--- src/vbi_slicer_pkg.sv ---
// constants shared by the vbi slicer host control logic
package vbi_slicer_pkg;

  // ==========================================================================
  // host port register offsets
  localparam logic [7:0] A_THRESHOLD    = 8'hbd;
  localparam logic [7:0] A_FIFO_OUT_CTL = 8'hc0;
  localparam logic [7:0] A_PIX_ALIGN_LO = 8'hc2;
  localparam logic [7:0] A_PIX_ALIGN_HI = 8'hc3;
  localparam logic [7:0] A_LINE_START   = 8'hd6;
  localparam logic [7:0] A_LINE_STOP    = 8'hd7;
  localparam logic [7:0] A_GLOBAL_MODE  = 8'hd8;
  localparam logic [7:0] A_FF_ENABLE    = 8'hda;
  localparam logic [7:0] A_FF_MODE      = 8'hdb;
  localparam logic [7:0] A_IDATA_FIXED  = 8'he0;
  localparam logic [7:0] A_IDATA_INCR   = 8'he1;
  localparam logic [7:0] A_FIFO_READ    = 8'he2;
  localparam logic [7:0] A_IADDR_LOW    = 8'he8;
  localparam logic [7:0] A_IADDR_MID    = 8'he9;
  localparam logic [7:0] A_IADDR_HIGH   = 8'hea;
  localparam logic [7:0] A_RAW0         = 8'hf0;
  localparam logic [7:0] A_RAW1         = 8'hf1;
  localparam logic [7:0] A_MASKED0      = 8'hf2;
  localparam logic [7:0] A_MASKED1      = 8'hf3;
  localparam logic [7:0] A_MASK0        = 8'hf4;
  localparam logic [7:0] A_MASK1        = 8'hf5;
  localparam logic [7:0] A_CLEAR0       = 8'hf6;
  localparam logic [7:0] A_CLEAR1       = 8'hf7;

  // ==========================================================================
  // reset values and field layout
  localparam logic [9:0] RST_PIX_ALIGN  = 10'h01e;
  localparam logic [7:0] RST_LINE_START = 8'h06;
  localparam logic [7:0] RST_LINE_STOP  = 8'h1b;
  localparam logic [7:0] RST_GLOBAL     = 8'hff;
  localparam logic [7:0] RST_FF_MODE    = 8'hff;
  localparam logic [7:0] RST_THRESHOLD  = 8'h80;
  localparam logic [7:0] MODE_NONE      = 8'hff;
  localparam logic [9:0] PIX_MAX        = 10'h3ff;
  localparam logic [7:0] READ_ZERO      = 8'h00;
  localparam int         FLAGS1_W       = 3;
  localparam int         FULL_BIT       = 0;
  localparam int         ENABLE_BIT     = 0;
  localparam int         ALIGN_HI_W     = 2;

  // ==========================================================================
  // host access sequencer
  typedef enum logic [2:0] {
    ST_IDLE = 3'b001,
    ST_IBUS = 3'b010,
    ST_FIFO = 3'b100
  } host_state_e;

endpackage

--- src/vbi_slicer_host_control.sv ---
// vbi slicer host control: slice mode selection, indirect bus, fifo port, event flags
//
// Contract
// - at the programmed pixel after hsync fall, load the next line's slice mode.
// - switch-point pixel position resets to 0x1e.
// - with full-field disabled, slicing only on lines between line-start and line-stop (resets 06h, 1bh).
// - global slice mode (reset ffh) applies to every line in the region.
// - a per-line mode beats the global mode on its line.
// - full-field enable slices non-blanking lines and per-line ffh lines in full-field mode.
// - full-field mode (reset ffh) has the lowest priority of all.
// - fixed data port moves one byte at the indirect address, address unchanged.
// - incrementing data port moves one byte then advances the address by one.
// - 24-bit indirect address in three byte registers, low byte first.
// - each read of the fifo read port returns the next fifo byte.
// - raw flags 0: threshold, teletext, widescreen, program data, time code, captions, line.
// - raw flags 1: copy-protection change, standard change, fifo full; rest reserved.
// - a line that does not fit sets fifo full and is dropped whole.
// - later lines that fit are still written while fifo full is set.
// - masked flags are raw flags and mask bits ANDed, same layout.
// - interrupt output is the OR of all masked flags.
// - reads never clear flags; only clear registers do.
// - writing one to a clear bit clears the flag; zero has no effect.
// - mask bits reset to zero and enable their source when one.
// - threshold flag sets when fifo word count exceeds threshold (reset 80h).
`timescale 1ns/1ps

module vbi_slicer_host_control #(
  parameter int LEN_W = 11
) (
  input  wire logic             clk,
  input  wire logic             rst,
  input  wire logic [7:0]       host_addr,
  input  wire logic             host_wr,
  input  wire logic             host_rd,
  input  wire logic [7:0]       host_wdata,
  output logic      [7:0]       host_rdata,
  output logic                  host_rvalid,
  output logic                  host_busy,
  input  wire logic             hsync_n,
  input  wire logic             pixel_en,
  input  wire logic [7:0]       line_number,
  input  wire logic             in_vblank,
  input  wire logic [7:0]       per_line_mode,
  output logic      [7:0]       slice_mode,
  output logic                  slice_active,
  output logic                  mode_switch,
  output logic      [23:0]      ibus_addr,
  output logic      [7:0]       ibus_wdata,
  output logic                  ibus_wr,
  output logic                  ibus_rd,
  input  wire logic [7:0]       ibus_rdata,
  input  wire logic             ibus_ack,
  output logic                  fifo_host_en,
  output logic                  fifo_pop,
  input  wire logic [7:0]       fifo_rdata,
  input  wire logic             fifo_rvalid,
  input  wire logic [7:0]       fifo_word_count,
  input  wire logic             line_req,
  input  wire logic [LEN_W-1:0] line_len,
  input  wire logic [LEN_W-1:0] fifo_free,
  output logic                  line_accept,
  output logic                  line_discard,
  input  wire logic [6:0]       evt_data_avail,
  input  wire logic [1:0]       evt_status_chg,
  output logic                  irq
);

  // ==========================================================================
  // state
  localparam int FLAGS1_W_L = vbi_slicer_pkg::FLAGS1_W;
  typedef struct packed {
    logic                          hs_meta;
    logic                          hs_sync;
    logic                          hs_prev;
    logic [9:0]                    pix_cnt;
    logic                          sw_done;
    logic [9:0]                    pix_align;
    logic [7:0]                    line_start;
    logic [7:0]                    line_stop;
    logic [7:0]                    global_mode;
    logic                          ff_en;
    logic [7:0]                    ff_mode;
    logic                          host_acc_en;
    logic [7:0]                    threshold;
    logic [23:0]                   iaddr;
    logic [7:0]                    raw0;
    logic [FLAGS1_W_L-1:0]         raw1;
    logic [7:0]                    mask0;
    logic [FLAGS1_W_L-1:0]         mask1;
    vbi_slicer_pkg::host_state_e   st;
    logic                          acc_incr;
    logic                          acc_read;
    logic [7:0]                    rdata;
    logic                          rvalid;
    logic                          busy;
    logic [7:0]                    ibus_wdata;
    logic                          ibus_wr;
    logic                          ibus_rd;
    logic                          fifo_pop;
    logic [7:0]                    slice_mode;
    logic                          slice_active;
    logic                          mode_switch;
    logic                          line_accept;
    logic                          line_discard;
    logic                          irq;
  } ctl_s;

  ctl_s q;
  ctl_s d;

  // ==========================================================================
  // slice mode selection for the line being entered
  logic                  in_region;
  logic [7:0]            mode_sel;
  logic                  idle;
  logic                  wr_ok;
  logic                  rd_ok;
  logic                  fits;
  logic                  thresh_hit;
  logic [7:0]            clr0;
  logic [FLAGS1_W_L-1:0] clr1;
  logic [7:0]            set0;
  logic [FLAGS1_W_L-1:0] set1;
  logic [7:0]            rd_val;

  assign in_region = in_vblank && (line_number >= q.line_start) &&
                     (line_number <= q.line_stop);
  localparam logic [7:0] NONE_L = vbi_slicer_pkg::MODE_NONE; // per-line, then global, then full field
  assign mode_sel = (in_region && per_line_mode != NONE_L) ? per_line_mode :
                    (in_region && q.global_mode != NONE_L) ? q.global_mode :
                    (q.ff_en && (!in_vblank || per_line_mode == NONE_L)) ? q.ff_mode :
                    NONE_L;

  // ==========================================================================
  // host decode; every access is ignored while an indirect or fifo access runs
  assign idle  = (q.st == vbi_slicer_pkg::ST_IDLE);
  assign wr_ok = host_wr && idle;
  assign rd_ok = host_rd && !host_wr && idle;
  assign clr0  = (wr_ok && host_addr == vbi_slicer_pkg::A_CLEAR0) ? host_wdata : 8'h00;
  assign clr1  = (wr_ok && host_addr == vbi_slicer_pkg::A_CLEAR1) ?
                 host_wdata[FLAGS1_W_L-1:0] : '0;

  // ==========================================================================
  // event sources
  assign fits       = (line_len <= fifo_free);
  assign thresh_hit = (fifo_word_count > q.threshold);
  assign set0       = {thresh_hit, evt_data_avail};
  assign set1       = {evt_status_chg, line_req && !fits};

  always_comb begin
    rd_val = vbi_slicer_pkg::READ_ZERO;
    case (host_addr)
      vbi_slicer_pkg::A_THRESHOLD:    rd_val = q.threshold;
      vbi_slicer_pkg::A_FIFO_OUT_CTL: rd_val = {7'h00, q.host_acc_en};
      vbi_slicer_pkg::A_PIX_ALIGN_LO: rd_val = q.pix_align[7:0];
      vbi_slicer_pkg::A_PIX_ALIGN_HI: rd_val = {6'h00, q.pix_align[9:8]};
      vbi_slicer_pkg::A_LINE_START:   rd_val = q.line_start;
      vbi_slicer_pkg::A_LINE_STOP:    rd_val = q.line_stop;
      vbi_slicer_pkg::A_GLOBAL_MODE:  rd_val = q.global_mode;
      vbi_slicer_pkg::A_FF_ENABLE:    rd_val = {7'h00, q.ff_en};
      vbi_slicer_pkg::A_FF_MODE:      rd_val = q.ff_mode;
      vbi_slicer_pkg::A_IADDR_LOW:    rd_val = q.iaddr[7:0];
      vbi_slicer_pkg::A_IADDR_MID:    rd_val = q.iaddr[15:8];
      vbi_slicer_pkg::A_IADDR_HIGH:   rd_val = q.iaddr[23:16];
      vbi_slicer_pkg::A_RAW0:         rd_val = q.raw0;
      vbi_slicer_pkg::A_RAW1:         rd_val = {5'h00, q.raw1};
      vbi_slicer_pkg::A_MASKED0:      rd_val = q.raw0 & q.mask0;
      vbi_slicer_pkg::A_MASKED1:      rd_val = {5'h00, q.raw1 & q.mask1};
      vbi_slicer_pkg::A_MASK0:        rd_val = q.mask0;
      vbi_slicer_pkg::A_MASK1:        rd_val = {5'h00, q.mask1};
      default:                        rd_val = vbi_slicer_pkg::READ_ZERO;
    endcase
  end

  // ==========================================================================
  // next state
  always_comb begin
    d = q;
    d.hs_meta      = hsync_n;
    d.hs_sync      = q.hs_meta;
    d.hs_prev      = q.hs_sync;
    d.rvalid       = 1'b0;
    d.ibus_wr      = 1'b0;
    d.ibus_rd      = 1'b0;
    d.fifo_pop     = 1'b0;
    d.mode_switch  = 1'b0;
    d.line_accept  = 1'b0;
    d.line_discard = 1'b0;

    // pixel counter restarts on the synchronised hsync falling edge
    if (q.hs_prev && !q.hs_sync) begin
      d.pix_cnt = 10'h000;
      d.sw_done = 1'b0;
    end else if (pixel_en) begin
      if (q.pix_cnt == q.pix_align && !q.sw_done) begin
        d.mode_switch  = 1'b1;
        d.sw_done      = 1'b1;
        d.slice_mode   = mode_sel;
        d.slice_active = (mode_sel != vbi_slicer_pkg::MODE_NONE);
      end
      // saturate so a long line cannot wrap into a second switch
      if (q.pix_cnt != vbi_slicer_pkg::PIX_MAX) begin
        d.pix_cnt = q.pix_cnt + 10'h001;
      end
    end

    // line admission: all of a line or none of it
    if (line_req) begin
      d.line_accept  = fits;
      d.line_discard = !fits;
    end

    // host register writes
    if (wr_ok) begin
      case (host_addr)
        vbi_slicer_pkg::A_THRESHOLD:    d.threshold = host_wdata;
        vbi_slicer_pkg::A_FIFO_OUT_CTL: d.host_acc_en = host_wdata[vbi_slicer_pkg::ENABLE_BIT];
        vbi_slicer_pkg::A_PIX_ALIGN_LO: d.pix_align[7:0] = host_wdata;
        vbi_slicer_pkg::A_PIX_ALIGN_HI: d.pix_align[9:8] =
                                          host_wdata[vbi_slicer_pkg::ALIGN_HI_W-1:0];
        vbi_slicer_pkg::A_LINE_START:   d.line_start = host_wdata;
        vbi_slicer_pkg::A_LINE_STOP:    d.line_stop = host_wdata;
        vbi_slicer_pkg::A_GLOBAL_MODE:  d.global_mode = host_wdata;
        vbi_slicer_pkg::A_FF_ENABLE:    d.ff_en = host_wdata[vbi_slicer_pkg::ENABLE_BIT];
        vbi_slicer_pkg::A_FF_MODE:      d.ff_mode = host_wdata;
        vbi_slicer_pkg::A_IADDR_LOW:    d.iaddr[7:0] = host_wdata;
        vbi_slicer_pkg::A_IADDR_MID:    d.iaddr[15:8] = host_wdata;
        vbi_slicer_pkg::A_IADDR_HIGH:   d.iaddr[23:16] = host_wdata;
        vbi_slicer_pkg::A_MASK0:        d.mask0 = host_wdata;
        vbi_slicer_pkg::A_MASK1:        d.mask1 = host_wdata[FLAGS1_W_L-1:0];
        vbi_slicer_pkg::A_IDATA_FIXED,
        vbi_slicer_pkg::A_IDATA_INCR: begin
          d.ibus_wdata = host_wdata;
          d.ibus_wr    = 1'b1;
          d.acc_read   = 1'b0;
          d.acc_incr   = (host_addr == vbi_slicer_pkg::A_IDATA_INCR);
          d.st         = vbi_slicer_pkg::ST_IBUS;
        end
        default: begin
        end
      endcase
    end

    // host reads; status reads have no side effect on the flags
    if (rd_ok) begin
      case (host_addr)
        vbi_slicer_pkg::A_IDATA_FIXED,
        vbi_slicer_pkg::A_IDATA_INCR: begin
          d.ibus_rd  = 1'b1;
          d.acc_read = 1'b1;
          d.acc_incr = (host_addr == vbi_slicer_pkg::A_IDATA_INCR);
          d.st       = vbi_slicer_pkg::ST_IBUS;
        end
        vbi_slicer_pkg::A_FIFO_READ: begin
          // fifo stays with the video output until host access is enabled
          if (q.host_acc_en) begin
            d.fifo_pop = 1'b1;
            d.st       = vbi_slicer_pkg::ST_FIFO;
          end else begin
            d.rdata  = vbi_slicer_pkg::READ_ZERO;
            d.rvalid = 1'b1;
          end
        end
        default: begin
          d.rdata  = rd_val;
          d.rvalid = 1'b1;
        end
      endcase
    end

    // access sequencer
    case (q.st)
      vbi_slicer_pkg::ST_IDLE: begin
      end
      vbi_slicer_pkg::ST_IBUS: begin
        if (ibus_ack) begin
          if (q.acc_read) begin
            d.rdata  = ibus_rdata;
            d.rvalid = 1'b1;
          end
          // address moves only after the transfer so the bus never sees it early
          if (q.acc_incr) begin
            d.iaddr = q.iaddr + 24'h000001;
          end
          d.st = vbi_slicer_pkg::ST_IDLE;
        end
      end
      vbi_slicer_pkg::ST_FIFO: begin
        if (fifo_rvalid) begin
          d.rdata  = fifo_rdata;
          d.rvalid = 1'b1;
          d.st     = vbi_slicer_pkg::ST_IDLE;
        end
      end
      default: d.st = vbi_slicer_pkg::ST_IDLE;
    endcase
    d.busy = (d.st != vbi_slicer_pkg::ST_IDLE);

    // sticky flags; a set in the clearing cycle survives
    d.raw0 = (q.raw0 & ~clr0) | set0;
    d.raw1 = (q.raw1 & ~clr1) | set1;
    d.irq  = (|(d.raw0 & d.mask0)) | (|(d.raw1 & d.mask1));
  end

  always_ff @(posedge clk or posedge rst) begin
    if (rst) begin
      q             <= '0;
      q.hs_meta     <= 1'b1;
      q.hs_sync     <= 1'b1;
      q.hs_prev     <= 1'b1;
      q.sw_done     <= 1'b1;
      q.pix_align   <= vbi_slicer_pkg::RST_PIX_ALIGN;
      q.line_start  <= vbi_slicer_pkg::RST_LINE_START;
      q.line_stop   <= vbi_slicer_pkg::RST_LINE_STOP;
      q.global_mode <= vbi_slicer_pkg::RST_GLOBAL;
      q.ff_mode     <= vbi_slicer_pkg::RST_FF_MODE;
      q.threshold   <= vbi_slicer_pkg::RST_THRESHOLD;
      q.slice_mode  <= vbi_slicer_pkg::MODE_NONE;
      q.st          <= vbi_slicer_pkg::ST_IDLE;
    end else begin
      q <= d;
    end
  end

  // ==========================================================================
  // outputs
  assign host_rdata   = q.rdata;
  assign host_rvalid  = q.rvalid;
  assign host_busy    = q.busy;
  assign slice_mode   = q.slice_mode;
  assign slice_active = q.slice_active;
  assign mode_switch  = q.mode_switch;
  assign ibus_addr    = q.iaddr;
  assign ibus_wdata   = q.ibus_wdata;
  assign ibus_wr      = q.ibus_wr;
  assign ibus_rd      = q.ibus_rd;
  assign fifo_host_en = q.host_acc_en;
  assign fifo_pop     = q.fifo_pop;
  assign line_accept  = q.line_accept;
  assign line_discard = q.line_discard;
  assign irq          = q.irq;

  // ==========================================================================
  // checks
  chk_switch_point: assert property (@(posedge clk) disable iff (rst)
    q.mode_switch |-> ($past(q.pix_cnt) == $past(q.pix_align)))
    else $error("mode switch away from the programmed pixel");

  chk_region_gate: assert property (@(posedge clk) disable iff (rst)
    (q.mode_switch && q.slice_active && !$past(q.ff_en)) |-> $past(in_region))
    else $error("slicing outside the line region");

  chk_per_line_wins: assert property (@(posedge clk) disable iff (rst)
    (q.mode_switch && $past(in_region) && $past(per_line_mode) != vbi_slicer_pkg::MODE_NONE)
    |-> (q.slice_mode == $past(per_line_mode)))
    else $error("per-line mode not taken");

  chk_global_mode: assert property (@(posedge clk) disable iff (rst)
    (q.mode_switch && $past(in_region) && $past(per_line_mode) == NONE_L &&
     $past(q.global_mode) != NONE_L) |-> (q.slice_mode == $past(q.global_mode)))
    else $error("global mode not taken");

  chk_fixed_addr: assert property (@(posedge clk) disable iff (rst)
    (q.st == vbi_slicer_pkg::ST_IBUS && ibus_ack && !q.acc_incr && !wr_ok) |=> $stable(q.iaddr))
    else $error("fixed port moved the address");

  chk_incr_addr: assert property (@(posedge clk) disable iff (rst)
    (q.st == vbi_slicer_pkg::ST_IBUS && ibus_ack && q.acc_incr)
    |=> (q.iaddr == $past(q.iaddr) + 24'h000001))
    else $error("incrementing port did not advance");

  chk_full_drop: assert property (@(posedge clk) disable iff (rst)
    (line_req && !fits) |=> (q.line_discard && !q.line_accept &&
                             q.raw1[vbi_slicer_pkg::FULL_BIT]))
    else $error("oversize line not dropped");

  chk_fit_accept: assert property (@(posedge clk) disable iff (rst)
    (line_req && fits) |=> (q.line_accept && !q.line_discard))
    else $error("fitting line refused");

  chk_irq_or: assert property (@(posedge clk) disable iff (rst)
    q.irq == ((|(q.raw0 & q.mask0)) | (|(q.raw1 & q.mask1))))
    else $error("interrupt differs from masked flags");

  chk_flag_sticky: assert property (@(posedge clk) disable iff (rst)
    (clr0 == 8'h00) |=> ((q.raw0 & $past(q.raw0)) == $past(q.raw0)))
    else $error("flag dropped without a clear");

  chk_flag_clear: assert property (@(posedge clk) disable iff (rst)
    (clr0 != 8'h00) |=> ((q.raw0 & $past(clr0 & ~set0)) == 8'h00))
    else $error("clear write left a flag set");

endmodule

--- config.mk ---
export PLATFORM = sky130hd
export DESIGN_NAME = vbi_slicer_host_control
export DESIGN_NICKNAME = d
export VERILOG_FILES = /design/src/vbi_slicer_pkg.sv /design/src/vbi_slicer_host_control.sv
export SDC_FILE = /design/constraint.sdc
export NUM_CORES = 1
export LEC_CHECK = 0
export BUFFER_PORTS_ARGS = -buffer_cell sky130_fd_sc_hd__clkbuf_2
export CAP_MARGIN = 30
export CORE_ASPECT_RATIO = 0.5
export CORE_MARGIN = 3
export CORE_UTILIZATION = 45
export DETAILED_ROUTE_END_ITERATION = 10
export GPL_TIMING_DRIVEN = 0
export PLACE_DENSITY = 0.62
export SYNTH_ARGS = -nofsm -noshare
export SYNTH_HDL_FRONTEND = slang
export SYNTH_SLANG_ARGS = --single-unit
--- constraint.sdc ---
create_clock -name clk -period 5.5 [get_ports clk]
set_input_delay 0.275 -clock clk [delete_from_list [all_inputs] [get_ports clk]]
set_output_delay 0.275 -clock clk [all_outputs]
set_load 0.05 [all_outputs]
After elaboration in Yosys (flattened, before gate mapping)
Index checks and enable logic that the tools add are counted.
{"block": "op_classes", "add_sub_neg": 2, "mul": 0, "div_mod_pow": 0, "n_lt_le_gt_ge": 4, "n_eq_ne": 33, "n_shift": 0, "mux": 44, "bitwise": 12, "reduce_logical": 38}
{"op": "equality test 8 bit, second input constant", "count": 24}
{"op": "one-hot mux 8 bit (18 select lines)", "count": 1}
{"op": "two-way mux 24 bit", "count": 4}
{"op": "two-way mux 8 bit", "count": 8}
{"op": "two-way mux 9 bit", "count": 4}
{"op": "one-hot mux 9 bit (2 select lines)", "count": 2}
{"op": "adder 24 x 1 -> 24 bit, second input constant", "count": 1}
{"op": "AND 8 bit", "count": 3}
{"op": "!= test 8 bit, second input constant", "count": 3}
{"op": "AND reduction 2 bit", "count": 12}
{"op": "two-way mux 11 bit", "count": 2}
{"op": "two-way mux 16 bit", "count": 1}
{"op": "two-way mux 3 bit", "count": 5}
{"op": "two-way mux 14 bit", "count": 1}
{"op": "logical AND 1 bit", "count": 13}
{"op": "<= comparator 11 bit", "count": 1}
{"op": "adder 10 x 1 -> 10 bit, second input constant", "count": 1}
{"op": "equality test 10 bit", "count": 1}
{"op": "two-way mux 10 bit", "count": 1}
{"op": "!= test 10 bit, second input constant", "count": 1}
{"op": "AND 3 bit", "count": 3}
{"op": "two-way mux 1 bit", "count": 9}
{"op": "one-hot mux 3 bit (3 select lines)", "count": 1}
{"op": "greater-or-equal comparator 8 bit", "count": 1}
{"op": "22 further kinds", "count": 30}
{"block": "word_totals", "register_bits": 151, "latchBits": 0, "mem_bits_rw": 0, "mem_bits_ro": 0, "inputBits": 97, "memories": 0}

Longest topological paths before layout
Gate-level depths: netlist (run 1).
{"block": "logic_depth", "word_depth": 10, "depth_mapped": 11}

Worst setup path before layout (run 1)
OpenSTA, ideal clock, no wires.
{"block": "synth_path", "path_kind": "reg2reg", "from": "register q[112] in the netlist's numbering", "to": "register q, in the netlist slice_active", "setup_ps": 143, "arrival_ps": 2419, "required_time_ps": 5357, "path_slack_ps": 2938, "path_stages_with_launch": 10, "n_path_buf": 0, "period_less_slack_ps": 2562, "path_cell_list": "dfstp_2 -> inv_1 -> ha_1 -> nor2b_1 -> o211ai_1 -> a211oi_1 -> nor4_1 -> nand2_1 -> a2111oi_0 -> a31oi_1"}
{"block": "synth_between", "elab_chain_cells": 6, "word_cells_on_any_way": 7}
{"element": "from (decl)", "line": "vbi_slicer_host_control.sv:108", "rtl": "ctl_s q;"}
{"element": "<= comparator 8 bit (*)", "line": "vbi_slicer_host_control.sv:127", "rtl": "(line_number <= q.line_stop);"}
{"element": "logical AND 1 bit (*)", "line": "vbi_slicer_host_control.sv:126", "rtl": "assign in_region = in_vblank && (line_number >= q.line_start) &&"}
{"element": "logical AND 1 bit", "line": "vbi_slicer_host_control.sv:130", "rtl": "(in_region && q.global_mode != NONE_L) ? q.global_mode :"}
{"element": "two-way mux 8 bit", "line": "vbi_slicer_host_control.sv:130"}
{"element": "two-way mux 8 bit (*)", "line": "vbi_slicer_host_control.sv:129", "rtl": "assign mode_sel = (in_region && per_line_mode != NONE_L) ? per_line_mode :"}
{"element": "!= test 8 bit (*)", "line": "vbi_slicer_host_control.sv:199", "rtl": "d.slice_active = (mode_sel != vbi_slicer_pkg::MODE_NONE);"}
Mark *: on every way between the ends. The rest lies on a longest branch, timed or not.
A chain may end at the register's enable or synchronous reset.

==> results of run 1 <==
==> cells in the mapped netlist, drive strengths merged, types with 4 or more instances <==
library cell	n
dfrtp	111
nand2	105
o21ai	66
nor2	64
buf	57
mux2	52
inv	48
a21oi	46
dfstp	40
ha	37
nand3	37
clkbuf	33
nor3	22
a22oi	19
nand4	17
a21o	16
a222oi	16
a211oi	12
and2	11
mux2i	11
a31oi	10
and3	10
xnor2	10
nor2b	7
or3	7
a22o	6
nand2b	6
a221oi	5
a32oi	5
nor4	5
xor2	5
a2bb2oi	4
o21a	4
o32ai	4
==> per-layer routing <==
| layer | wire [µm] | track usage, % |
|---|---|---|
| met4 | 476 | 6.09 |
| met5 | 0 | 0 |
| met3 | 2380 | 7.47 |
| met2 | 11900 | 37.0 |
| met1 | 12900 | 38.2 |
==> logic make-up after synthesis <==
logic type / after synthesis / synth area share (%)
xor+xnor: 15 / 1.47
compound gates: 235 / 17.5
fa+ha+maj: 37 / 5.17
mux: 63 / 7.77
flops: 151 / 42.8
simple gates: 305 / 17.3
buf+inv: 138 / 8.07
==> metrics by stage <==
stage | worst slack, ns | utilization [%]
2_1_floorplan | 1.23 | -
6_report | 2.42 | 56.6
5_1_grt | 2.24 | 56.6
3_3_place_gp | -0.510 | 53.0
3_5_place_dp | 2.39 | 53.2
4_1_cts | 2.37 | 56.6
==> flip-flops by register name, summed over array words and instances, names as in the netlist, 2 cells and up, named ones only <==
| signal | cells |
|---|---|
| d | 2 |
| q | 88 |
| ibus_addr | 24 |
| ibus_wdata | 8 |
| host_rdata | 8 |
| slice_mode | 8 |
==> worst max-delay path, cell delays in order, from the launching register on <==
cell      delay [ns]
dfstp_2         0.58
nor3b_2         0.34
nand2_2         0.17
buf_6           0.19
nor3_1          0.54
mux2_2          0.42
a22oi_1         0.19
nand3_1         0.14
a2111o_1        0.41
==> power by group through the flow <==
stage               registers [W]  logic (W)  clock network, W
floorplan                 0.00137   0.000526                 0
global route              0.00136   0.000848           0.00133
detailed placement        0.00136   0.000777                 0
CTS                       0.00135   0.000782           0.00128
global placement          0.00136   0.000761                 0
finish                    0.00135   0.000779           0.00126
==> final cells by class <==
type,count,area [µm²]
clock inverters,14,199
multi-input cells,655,4400
well taps,259,324
fillers,1723,8230
clock buffers,18,429
plain buffers,90,542
repair buffers,158,823
flip-flops and latches,151,3830
inverters,48,185
==> how the worst max path moves through the flow <==
stage	end	slack, ns	cells past startpoint
finish	irq$_DFF_PP0_	2.42	8
global placement	ibus_wr$_DFF_PP0_	-0.51	2
global route	irq$_DFF_PP0_	2.24	8
CTS	slice_active$_DFFE_PP0P_	2.37	9
detailed placement	slice_active$_DFFE_PP0P_	2.39	9
floorplan	async pin	1.23	1
==> timing repair <==
action / CTS / global route
endpoints found under the hold margin: 59 / 0
resized for setup: 0 / 0
hold buffers: 2 / 0
setup buffers: 0 / 0
==> results.md, run 1 <==
- Max FO, Critical Path: 10
- Min Clock Period, post-route: 3.08 ns
- Crit path kind: reg -> reg
- RSZ-0062 raised after global routing: false
- Core area: approximately 19000 µm²
- Lkg Pwr: around 5 nW
- Maxcap violations: 0
- N_diodes: 0
- Die area: 21700 µm²
- Final Cycle Share: a little under three fifths
- Total gr overflow: 0
- Yosys warns: 0
- Hold slack: about 0.046 ns
- Reg2reg end: irq$_DFF_PP0_
- H-tree levels: 4
- Sw Ratio: between 30% and 40%
- Clk pwr share: approximately 37%
- Worst Skew: a little over 0.008 ns
- Pwr per Cell Area: roughly 320 nW/µm²
- Share of layout cells above drive strength 1: 31.3%
- Hold path cells: 2
- Post-DR vias/cell: roughly 5.7
- CP Capture Type: flop
- Synth area leaders: dfrtp_1, dfstp_2, mux2_2
- Routed wire length: between 20 and 30 mm
- Worst hold start: evt_data_avail[5]
- Worst-Margin Slew: 0.979 ns
- Vias in the first global route: between 7000 and 8000
- Net Count, Synth: 1078
- Final setup viols: 0
- Max-slew headroom: between 30 and 40%
- CTS clk-pin slew, worst paths: about 0.070 ns
- Combinational power share: 23.0%
- Initial DRC count: about 670
- Fin nets: ~1300
- Skew-Pair Late Insertion Delay: around 0.43 ns
- Worst reg2reg path depth: 8
- Final Max Slew Viols: 0
- VDD IR max: 0.000187 V
- Worst Hold End: q[58]$_DFF_PP0_
- P&R area growth vs syn: 19.9%
- R2R Setup Slk: around 2.4 ns
- Final Power: ~0.0034 W
- Psw: roughly 0.0011 W
- Yosys cell types: 73
- Crit path launch: q[36]$_DFF_PP1_
- Fin Setup TNS: 0 ns
- Most frequent cells in the layout: clkbuf_2, dfrtp_1, nand2_1
- Most common cell after layout, fill and taps aside: clkbuf_2
- Pin count of the biggest net entering global routing: 85
- All-Layer GR Usage: about a quarter
- Pint: about 0.0023 W
- Worst EP arrival: about 3.4 ns
- Die X: 205 µm
- CP Launch Type: flop
- Cell Rows: 35
- Synthesis-stage register bit count: 151
- GP Congestion: approximately 0.94
- Deepest clock path buffer count: 2
- Synth async-reset ratio: 100%
- DRC violations left: 0
- Synth Instances: around 940
- Syn Area/Cell: 9.48 µm²
- Cell at the root of the clock tree: clkbuf_16
- Post-DP HPWL: 21.3 mm
- Routed Antenna Nets: 0
- First-pass GRT wire length: 43.0 mm
- F_max: between 300 and 400 MHz
- Worst R2R Start: q[36]$_DFF_PP1_
- Fin cells: approximately 1400
- Clock sink total: ~150
- TritonCTS Buffers: 17
- Cell Area, Synth: 8950 µm²
- Worst Hold Class: in -> reg
- DR WL/cell: 19.9 µm
- Placed Area: about 10000 µm²
- Buffers on Ports: ~150
- TritonCTS clock tree: built
- TritonRoute pass-1 iters: 10
- Design area: between 10000 and 15000 µm²
- Post-synth EDFFs: 0
- I/O pins: between 150 and 200
- Initial Util: ~47%
- Register area share after synthesis: around 43%
- Status: complete, no violations
- Area share of the largest cell type after synthesis: between 30% and 40%
- Post-synth top area cell: dfrtp_1
- Die height: ~110 µm
- Initial antenna violation count: 0
- Inst Count DP: between 1000 and 1500
- Via count: about 8000
- Predominant post-synthesis flop cell: dfrtp_1
- Final Hold Viols: 0
- Register share of total power: 39.8%
- Worst EP required: around 5.8 ns
Power figures use the tool's default switching activity.
==> run 2, diff against run 1 <==
PLACE_DENSITY = 0.65   (was 0.62)
clock period = 2.8 ns   (was 5.5 ns; I/O delays follow)
==> results.md, run 2 (synthesized netlist as in run 1, its figures left out) <==
- Die area: 21700 µm² (unchanged)
- R2R Setup Slk: 0.09 ns (-2.33 ns)
- Total gr overflow: 0 (unchanged)
- Cell Rows: 35 (unchanged)
- Lkg Pwr: 5.26 nW (+3.3%)
- Reg2reg end: slice_active$_DFFE_PP0P_
- Via count: 8223 (+3.0%)
- Final Hold Viols: 0 (unchanged)
- Worst-Margin Slew: 1.04 ns (+0.0654 ns)
- Worst EP arrival: 3.01 ns (-0.38 ns)
- Register share of total power: 38.6% (-1.2 points)
- Fin Setup TNS: 0 ns (unchanged)
- Die height: 106 µm (unchanged)
- Crit path kind: reg -> reg
- Clock sink total: 151 (unchanged)
- Final setup viols: 0 (unchanged)
- CP Capture Type: flop
- H-tree levels: 4 (unchanged)
- Vias in the first global route: 7772 (+1.3%)
- Combinational power share: 23.5% (+0.5 points)
- DRC violations left: 0 (unchanged)
- Most common cell after layout, fill and taps aside: clkbuf_2
- Psw: 0.00218 W (+96%)
- Worst R2R Start: q[121]$_DFFE_PP1P_
- Maxcap violations: 0 (unchanged)
- Max-slew headroom: 30.4% (-3.9 points)
- I/O pins: 156 (unchanged)
- Crit path largest cell delay: 0.56 ns (-0.02 ns)
- Final Cycle Share: 96.8% (+41 points)
- Worst Skew: 0.0110 ns (+0.00290 ns)
- Routed Antenna Nets: 0 (unchanged)
- Share of layout cells above drive strength 1: 31.7% (+0.37 points)
- RSZ-0062 raised after global routing: true
- Post-Place Setup Slack: -0.250 ns (-2.64 ns)
- CP Launch Type: flop
- Die X: 205 µm (unchanged)
- CP delay by family, top: compound AO/OA/AOI/OAI gates
- DR WL/cell: 19.8 µm (-0.32%)
- TritonRoute pass-1 iters: 5 (-5)
- CTS clk-pin slew, worst paths: 0.07 ns (about the same)
- Post-DP HPWL: 21.1 mm (-0.69%)
- Worst EP required: 3.10 ns (-2.71 ns)
- P&R area growth vs syn: 25.5%
- Pint: 0.00470 W (+110%)
- Fin nets: 1289 (+2.7%)
- Worst Hold Class: in -> reg
- TritonCTS clock tree: built
- Deepest clock path buffer count: 2 (unchanged)
- Routed wire length: 28.3 mm (+2.1%)
- Initial Util: 47.2% (unchanged)
- TritonCTS Buffers: 17 (unchanged)
- Sw Ratio: 31.6% (-1.1 points)
- Final Worst Setup Slack: 0.0900 ns (-2.33 ns)
- CP cell instances: inv_1 > ha_1 > o21ai_0 > o21ai_1 > a32oi_4 > nor3_4 > buf_2 > a211oi_2 > a2bb2oi_2 > a2111oi_2 > a31oi_1
- Initial antenna violation count: 0 (unchanged)
- Max reg flops: 88 (unchanged)
- Worst hold start: host_wdata[4]
- Slowest CP cell: dfstp_2
- First-pass GRT wire length: 43.4 mm (+0.86%)
- Post-DR vias/cell: 5.76 (+0.55%)
- Pwr per Cell Area: 612 nW/µm² (+94%)
- F_max: 369 MHz (+14%)
- Final Power: 0.00688 W (+100%)
- Worst reg2reg path depth: 11 (+3)
- Cell at the root of the clock tree: clkbuf_16
- Pin count of the biggest net entering global routing: 44 (-48%)
- Clk pwr share: 37.9% (+0.7 points)
- Final Max Slew Viols: 0 (unchanged)
- Most frequent cells in the layout: clkbuf_2, dfrtp_1, nand2_1
- Min Clock Period, post-route: 2.71 ns (-0.374 ns)
- Initial DRC count: 779 (+16%)
- Hold path cells: 2 (unchanged)
- Max FO, Critical Path: 10 (unchanged)
- VDD IR max: 0.000396 V (+110%)
- N_diodes: 0 (unchanged)
- Worst Hold End: q[46]$_DFF_PP0_
- All-Layer GR Usage: 26.0% (+0.17 points)
- Status: complete, no violations
- Skew-Pair Late Insertion Delay: 0.43 ns (about the same)
- GP Congestion: 0.996 (+5.7%)
- Buf+Inv Stages, Crit Path: 2 (+1)
- Reg with most FFs: q
- Core area: 19000 µm² (unchanged)
- Buffers on Ports: 154 (unchanged)
[run 2: worst max path at each step]
stage                            start                       end  slack [ns]  depth (start not counted)
CTS                    q[36]$_DFF_PP1_             irq$_DFF_PP0_        0.02                          8
finish              q[121]$_DFFE_PP1P_  slice_active$_DFFE_PP0P_        0.09                         11
detailed placement     q[36]$_DFF_PP1_             irq$_DFF_PP0_       -0.25                          8
global route        q[115]$_DFFE_PP1P_  slice_active$_DFFE_PP0P_       -0.06                          9
floorplan           q[112]$_DFFE_PP1P_  slice_active$_DFFE_PP0P_        0.24                          9
global placement    q[112]$_DFFE_PP1P_  slice_active$_DFFE_PP0P_       -0.21                          9
[run 2: routing by layer]
| layer | GRT usage [%] | vias to the layer above | routed length [µm] |
|---|---|---|---|
| met2 | 38.4 | 330 | 12400 |
| met1 | 37.7 | 4027 | 12800 |
| li1 | - | 3812 | - |
| met3 | 7.41 | 52 | 2630 |
| met4 | 5.11 | 2 | 433 |
| met5 | 2.86 | - | 77 |
[run 2: what timing repair did]
item / CTS / global route
setup endpoints to repair: 2 / 20
gates cloned: 0 / 0
hold buffers: 33 / 0
pin swaps: 1 / 3
gates resized for setup: 6 / 15
hold endpoints to repair: 47 / 0
buffers inserted: 2 / 1
[run 2: area by class of cell]
cell class	count	area, µm²
Fill cell	1656	7730
Sequential cell	151	3830
Tap cell	259	324
Inverter	48	184
Buffer	89	539
Clock inverter	12	224
Clock buffer	20	437
Timing Repair Buffer	193	1180
Multi-Input combinational cell	655	4510
[run 2: stage by stage]
stage          utilization, %  cells  instance area (µm²)  hold slack (ns)
2_1_floorplan               -    944                 8950            0.144
3_3_place_gp             53.0   1357                10000            0.231
3_5_place_dp             53.3   1360                10100            0.239
4_1_cts                  58.8   1427                11200         0.000321
5_1_grt                  59.2   1427                11200          0.00383
6_report                 59.2   1427                11200           0.0124
[run 2: power by group through the flow]
stage               clock, W  combinational, W  sequential, W
floorplan                  0           0.00103        0.00270
global placement           0           0.00150        0.00267
detailed placement         0           0.00154        0.00268
CTS                  0.00264           0.00159        0.00265
global route         0.00273           0.00174        0.00268
finish               0.00260           0.00162        0.00265
[run 2: worst register-to-register path, stage by stage (launching register included)]
cell and delay [ns]:
dfstp_2 0.56, inv_1 0.06, ha_1 0.26, o21ai_0 0.07, o21ai_1 0.21, a32oi_4 0.19
nor3_4 0.28, buf_2 0.25, a211oi_2 0.10, a2bb2oi_2 0.19, a2111oi_2 0.29, a31oi_1 0.11
